<file path="src/design/reference_control_pkg.sv">
package reference_control_pkg;

    // ------------------------------------------------------------
    // register map
    // ------------------------------------------------------------
    localparam logic [11:0] REFERENCE_CONTROL_OFFSET = 12'h90C;
    localparam logic [7:0]  REFERENCE_CONTROL_RESET  = 8'h00;

    // ------------------------------------------------------------
    // field positions
    // ------------------------------------------------------------
    localparam int REFERENCE_ENABLE_BIT      = 7;
    localparam int REFERENCE_READY_BIT       = 6;
    localparam int TEMP_INDICATOR_ENABLE_BIT = 5;
    localparam int TEMP_INDICATOR_RANGE_BIT  = 4;
    localparam int COMPARATOR_GAIN_LSB       = 2;
    localparam int CONVERTER_GAIN_LSB        = 0;

    // ready flag value, fixed in this device
    localparam logic READY_FLAG_VALUE = 1'b1;

    // ------------------------------------------------------------
    // buffer gain encoding
    // ------------------------------------------------------------
    typedef enum logic [1:0] {
        buffer_off = 2'h0,
        gain_1x    = 2'h1,
        gain_2x    = 2'h2,
        gain_4x    = 2'h3
    } buffer_gain_type;

endpackage : reference_control_pkg

</file>
<file path="src/design/reference_control.sv">
// Contract
// RQ1 - reference is enabled while bit 7 is one, disabled while zero
// RQ2 - read-only bit 6 reports reference readiness
// RQ3 - ready flag always reads one in this device
// RQ4 - temperature indicator enabled while bit 5 is one
// RQ5 - bit 4 selects high range (four drops) or low range (two drops)
// RQ6 - bits 3:2 set comparator buffer gain 4x/2x/1x, or off for 00
// RQ7 - bits 1:0 set converter buffer gain 4x/2x/1x, or off for 00
// RQ8 - the two buffers have independent gain and enable
// RQ9 - 8-bit register at 0x90C, resets to zero, ready flag read-only
// RQ10 - writes to the ready flag position are ignored
//
// The APB register port was decided locally.
`timescale 1ns/10ps

module reference_control (
    input  wire logic                                   pclk,
    input  wire logic                                   presetn,
    input  wire logic                                   psel,
    input  wire logic                                   penable,
    input  wire logic                                   pwrite,
    input  wire logic [11:0]                            paddr,
    input  wire logic [31:0]                            pwdata,
    input  wire logic [3:0]                             pstrb,
    output logic      [31:0]                            prdata,
    output logic                                        pready,
    output logic                                        pslverr,
    output logic                                        reference_enable,
    output logic                                        temp_indicator_enable,
    output logic                                        temp_indicator_range,
    output reference_control_pkg::buffer_gain_type      comparator_buffer_gain,
    output logic                                        comparator_buffer_on,
    output reference_control_pkg::buffer_gain_type      converter_buffer_gain,
    output logic                                        converter_buffer_on
);
    import reference_control_pkg::*;

    // ------------------------------------------------------------
    // bus decode
    // ------------------------------------------------------------
    logic [7:0]  control_q;             // stored fields, ready position held at zero
    logic [7:0]  control_d;
    logic [7:0]  read_value;
    logic [31:0] prdata_q;
    logic [31:0] prdata_d;
    wire         hit;
    wire         setup_read;
    wire         access_write;
    wire         lane0_write;
    wire         enable_wr;
    wire         temp_enable_wr;
    wire         temp_range_wr;
    wire   [1:0] comparator_gain_wr;
    wire   [1:0] converter_gain_wr;
    wire   [7:0] write_image;
    wire  [31:0] read_word;

    // exact match of all twelve address bits on the single register
    assign hit          = (paddr == REFERENCE_CONTROL_OFFSET);
    assign setup_read   = psel && !penable && !pwrite;
    assign lane0_write  = pstrb[0];         // only byte lane 0 holds the register
    assign access_write = psel && penable && pwrite && hit && lane0_write;

    // ------------------------------------------------------------
    // bus response
    // ------------------------------------------------------------
    // every access completes in its first access cycle
    assign pready       = 1'b1;             // zero wait states
    assign pslverr      = 1'b0;             // unmapped: reads zero, writes dropped

    // ------------------------------------------------------------
    // write path
    // ------------------------------------------------------------
    // writable fields picked out of the write data
    assign enable_wr          = pwdata[REFERENCE_ENABLE_BIT];
    assign temp_enable_wr     = pwdata[TEMP_INDICATOR_ENABLE_BIT];
    assign temp_range_wr      = pwdata[TEMP_INDICATOR_RANGE_BIT];
    assign comparator_gain_wr = pwdata[COMPARATOR_GAIN_LSB +: 2];
    assign converter_gain_wr  = pwdata[CONVERTER_GAIN_LSB +: 2];

    // ready position stored as zero, whatever the bus writes
    assign write_image = {enable_wr, 1'b0, temp_enable_wr, temp_range_wr,
                          comparator_gain_wr, converter_gain_wr};       // see RQ10

    // register keeps its value unless a write lands
    assign control_d = access_write ? write_image : control_q;          // see RQ9

    // ------------------------------------------------------------
    // read path
    // ------------------------------------------------------------
    // read image: ready flag fixed at one
    always_comb begin
        read_value = control_q;
        read_value[REFERENCE_READY_BIT] = READY_FLAG_VALUE; // see RQ2 see RQ3
    end

    // unmapped addresses read as zero
    assign read_word = hit ? {24'h000000, read_value} : 32'h00000000;  // see RQ9

    // read data captured in setup, stable through access
    assign prdata_d = setup_read ? read_word : prdata_q;

    // ------------------------------------------------------------
    // storage
    // ------------------------------------------------------------
    // control register, all fields zero at reset
    always_ff @(posedge pclk or negedge presetn) begin
        if (!presetn) begin
            control_q <= REFERENCE_CONTROL_RESET; // see RQ9
        end else begin
            control_q <= control_d;
        end
    end

    // read data holding register, cleared at reset
    always_ff @(posedge pclk or negedge presetn) begin
        if (!presetn) begin
            prdata_q <= 32'h00000000;
        end else begin
            prdata_q <= prdata_d;
        end
    end

    // read data leaves a flip-flop
    assign prdata = prdata_q;

    // ------------------------------------------------------------
    // analog controls
    // ------------------------------------------------------------
    // enables and range straight from the stored fields
    assign reference_enable       = control_q[REFERENCE_ENABLE_BIT];      // see RQ1
    assign temp_indicator_enable  = control_q[TEMP_INDICATOR_ENABLE_BIT]; // see RQ4
    assign temp_indicator_range   = control_q[TEMP_INDICATOR_RANGE_BIT];  // see RQ5

    // ------------------------------------------------------------
    // buffer gain stages
    // ------------------------------------------------------------
    // comparator and dac buffer, its own field and enable
    buffer_gain_stage #(
        .LSB          (COMPARATOR_GAIN_LSB)
    ) i_buffer_gain_stage_comparator (
        .pclk         (pclk),
        .presetn      (presetn),
        .control_now  (control_q),
        .control_next (control_d),
        .gain         (comparator_buffer_gain),     // see RQ6 see RQ8
        .buffer_on    (comparator_buffer_on)        // see RQ6
    );

    // converter buffer, same stage on the low field
    buffer_gain_stage #(
        .LSB          (CONVERTER_GAIN_LSB)
    ) i_buffer_gain_stage_converter (
        .pclk         (pclk),
        .presetn      (presetn),
        .control_now  (control_q),
        .control_next (control_d),
        .gain         (converter_buffer_gain),      // see RQ7 see RQ8
        .buffer_on    (converter_buffer_on)         // see RQ7
    );

endmodule : reference_control

// ------------------------------------------------------------
// one buffer gain stage
// ------------------------------------------------------------
// gain code and on flag of one two-bit buffer field; one instance
// per buffer, so the two paths never share state
module buffer_gain_stage #(
    parameter int LSB = 0
) (
    input  wire logic                                 pclk,
    input  wire logic                                 presetn,
    input  wire logic [7:0]                           control_now,
    input  wire logic [7:0]                           control_next,
    output reference_control_pkg::buffer_gain_type    gain,
    output logic                                      buffer_on
);
    import reference_control_pkg::*;

    // ------------------------------------------------------------
    // field decode
    // ------------------------------------------------------------
    logic       on_q;
    logic       on_d;
    wire  [1:0] field_now;
    wire  [1:0] field_next;

    // this stage's slice of the stored and the next register value
    assign field_now  = control_now[LSB +: 2];
    assign field_next = control_next[LSB +: 2];

    // gain code straight from the stored field
    assign gain = buffer_gain_type'(field_now);

    // code 00 turns the buffer off; decoded one cycle ahead so the
    // flag leaves a flip-flop in step with the gain code
    assign on_d = (field_next != buffer_off);

    // ------------------------------------------------------------
    // on flag
    // ------------------------------------------------------------
    // off at reset, like the field it mirrors
    always_ff @(posedge pclk or negedge presetn) begin
        if (!presetn) begin
            on_q <= 1'b0;
        end else begin
            on_q <= on_d;
        end
    end

    // flag leaves a flip-flop
    assign buffer_on = on_q;

endmodule : buffer_gain_stage

</file>
<file path="config.mk">
export PLATFORM = sky130hd
export DESIGN_NAME = reference_control
export DESIGN_NICKNAME = d
export VERILOG_FILES = /design/src/design/reference_control_pkg.sv /design/src/design/reference_control.sv
export SDC_FILE = /design/constraint.sdc
export NUM_CORES = 1
export LEC_CHECK = 0
export ABC_AREA = 1
export BUFFER_PORTS_ARGS = -buffer_cell sky130_fd_sc_hd__buf_2
export CORE_ASPECT_RATIO = 1.5
export CORE_UTILIZATION = 31
export DETAILED_ROUTE_END_ITERATION = 12
export PLACE_DENSITY = 0.73
export SLEW_MARGIN = 5
export SYNTH_ARGS = -nofsm -noshare
export SYNTH_HDL_FRONTEND = slang
export SYNTH_SLANG_ARGS = --single-unit
export TNS_END_PERCENT = 1
</file>
<file path="constraint.sdc">
create_clock -name pclk -period 0.9 [get_ports pclk]
set_input_delay 0 -clock pclk [delete_from_list [all_inputs] [get_ports pclk]]
set_output_delay 0 -clock pclk [all_outputs]
set_load 0.02 [all_outputs]
</file>
==> flow_summary.toml <==
[setup_path]
r2r_cells = 4
r2r_end = "i_buffer_gain_stage_converter.buffer_on"
critPathSlowestCell = "dfrtp_1"
cp_num_cells = 1
arrival_ps = 790
cp.required_ps = 900
crit_fanout = 2
r2r_start = "control_q[0]"
crit_end = "reference_enable"
critPathKind = "register to primary output"
path_cells = "buf_2"
critPathMaxStageDelay_ps = 380
r2r_setup_slack_ps = 160
path_delay_family = "flip-flops"
endpoint_kind = "primary output"
crit_start = "control_q[7]"
path_buf_inv = 1
start_kind = "register"

[job]
maxCapViolations = 0

[floorplan]
dieWidth_um = 48.2
row_count = 24
die_h_um = 71.3
io_pins = 96
start_util_pct = 33.4
core_area_um2 = 2970
die_area_um2 = 3440

[timing]
fmax_ghz = 1.27
fin_skew_ps = 1.47
post-route-period-util_pct = 87.6
rsz0062_at_grt = "false"
maxSlewViolCount = 0
finalHoldViolCount = 0
holdWs_ps = 63.6
final-setup-viol-count = 0
period_minus_slack_ps = 788

[pwr]
power_leakage_nw = 0.711
power_density_nw_per_um2 = 1240
ir_drop_mv = 0.484

[clock_network]
cts_root_buffer = "clkbuf_8"
clk_path_buf_depth = 2
clk_latency_ps = 240
clk_pin_slew_ps = 60
cts.sinks = 17
cts_tree = "built"
cts_buffers = 3
htree_levels = 1

[routing]
postRouteAntennaNets = 0
avgViaCountPerCell = 3.82
first_iter_violations = 6
routedWlPerCell_um = 7.74
drc = 0
drt-pass1-iter-count = 3
vias = 786
wl_um = 1590

[synth]
synth.distinct_cells = 14
yosysWarnings = 0
synth_adder_area_share_pct = 0
synth_top_family_by_area = "buffers and inverters"
synth_top_cell_by_area = "dfrtp_1"
syn_area_um2 = 992
synth_top_area_share_pct = 42.9
synth_compound_area_share_pct = 4.92
muxShareOfSynthArea_pct = 0
ys_ff_latch = 17
synth_cells = 119
synth_area_per_cell_um2 = 8.34
synth_xor_area_share_pct = 0
seq_area_frac_synth_pct = 42.9
yosys-top-cells-area = "dfrtp_1 (43%), buf_4 (20%), inv_1 (11%)"
synth-simple-area-share_pct = 21.2

[global_route]
grt_max_degree = 18
antenna_found_initial = 0
groute.usage.overall_pct = 10.3
grtUsageMet2_pct = 17.5
grt-busiest-layer = "met2"
overflow = 0
grtUsageMet3_pct = 1.51
grt_pass1_wl_um = 2620
grt_pass1_vias = 669
grt_use_met1_pct = 11.2

[layout]
diodes = 0
drive_above_1_share_pct = 30.5
num-fill-cells = 311
final_cell_count_no_fill = 206
multi_input_area_um2 = 357
area_growth_pct = 24.3
regArea_um2 = 425
nNetsFinal = 221

[placement]
hpwl_um = 1340
place_inst = 198
place_congestion = 0.706
port-buffer-count = 41

[hold_path]
hold_path_class = "input port to register"

[run_status]
status = "finished clean"
[through the flow]
stage               power [W]  instance area (um2)  utilization, %  setup WS [ps]  setup TNS (ps)
CTS                   0.00155                 1230            41.5           99.4               0
finish                0.00152                 1230            41.5            112               0
detailed placement   0.000984                 1150            38.6          -57.3            -388
global route          0.00160                 1230            41.5           65.5               0
floorplan            0.000994                 1080               -            101               0
global placement     0.000981                 1150            38.6          -29.2            -131
[per-layer routing]
metal	wire length [um]	up-vias
met2	865	44
met1	594	340
met3	118	2
met5	0	-
met4	16	0
li1	-	400
[cell families (layout without fill, tap and decap cells)]
kind of cell	Yosys count	after routing
buf+inv	54	78
other cells	2	26
simple gates	38	38
compound gates	8	8
flops	17	17
[flip-flops by register name, indices dropped and copies added (netlist names)]
name / count
i_buffer_gain_stage_comparator.buffer_on: 1
i_buffer_gain_stage_converter.buffer_on: 1
prdata: 8
control_q: 7
[timing repair]
item	CTS	global route
buffers inserted	0	0
hold endpoints to repair	20	0
hold buffers	4	0
resized for setup	0	0
[how the worst min path moves through the flow]
| stage | start | endpoint | slack, ps | depth (start not counted) |
|---|---|---|---|---|
| finish | pwdata[1] | control_q[1] | 60 | 5 |
| global route | pwdata[1] | control_q[1] | 90 | 5 |
| CTS | pwdata[1] | control_q[1] | 60 | 5 |
| detailed placement | presetn | i_buffer_gain_stage_converter.buffer_on | -70 | 1 |
| global placement | presetn | prdata[1] | -70 | 1 |
| floorplan | presetn | control_q[0] | -300 | 0 |
[placed cells by master (no fill, tap or decap), drive strengths merged]
cell and n:
nand2 17, dlygate4sd3 4, dfrtp 17, nand4 4, nor2 12, clkbuf 4, o22ai 7, o21ai 1
and2b 1, conb 26, nor3 1, inv 28, nand3 3, buf 42
[worst reg2reg max path, cell delays in order (launching register included)]
cell and delay (ps):
dfrtp_1 370, inv_1 80, nand2_1 60, nand2_1 80, nand2_1 50
[synth_stat cells]
cell / n
o21ai_0: 1
nand3_2: 2
nor3_4: 1
nand3_4: 1
nand4_1: 4
and2b_1: 1
nor2_1: 10
nor2_4: 2
dfrtp_1: 17
conb_1: 2
buf_4: 26
nand2_1: 17
inv_1: 28
o22ai_1: 7
[final cells by class]
class,count,share of cell area [%]
Sequential cell,17,34.5
Clock buffer,4,3.65
Tap cell,39,3.96
Timing Repair Buffer,46,20.5
Multi-Input combinational cell,72,28.9
Inverter,28,8.52
[power by group]
part / leakage, nW / switching (W) / internal, W
sequential: 0.191 / 0.000000591 / 0.000766
clock: 0.0228 / 0.000228 / 0.000313
combinational: 0.498 / 0.000154 / 0.0000620
total: 0.711 / 0.000383 / 0.00114
(Power assumes the default switching activity.)
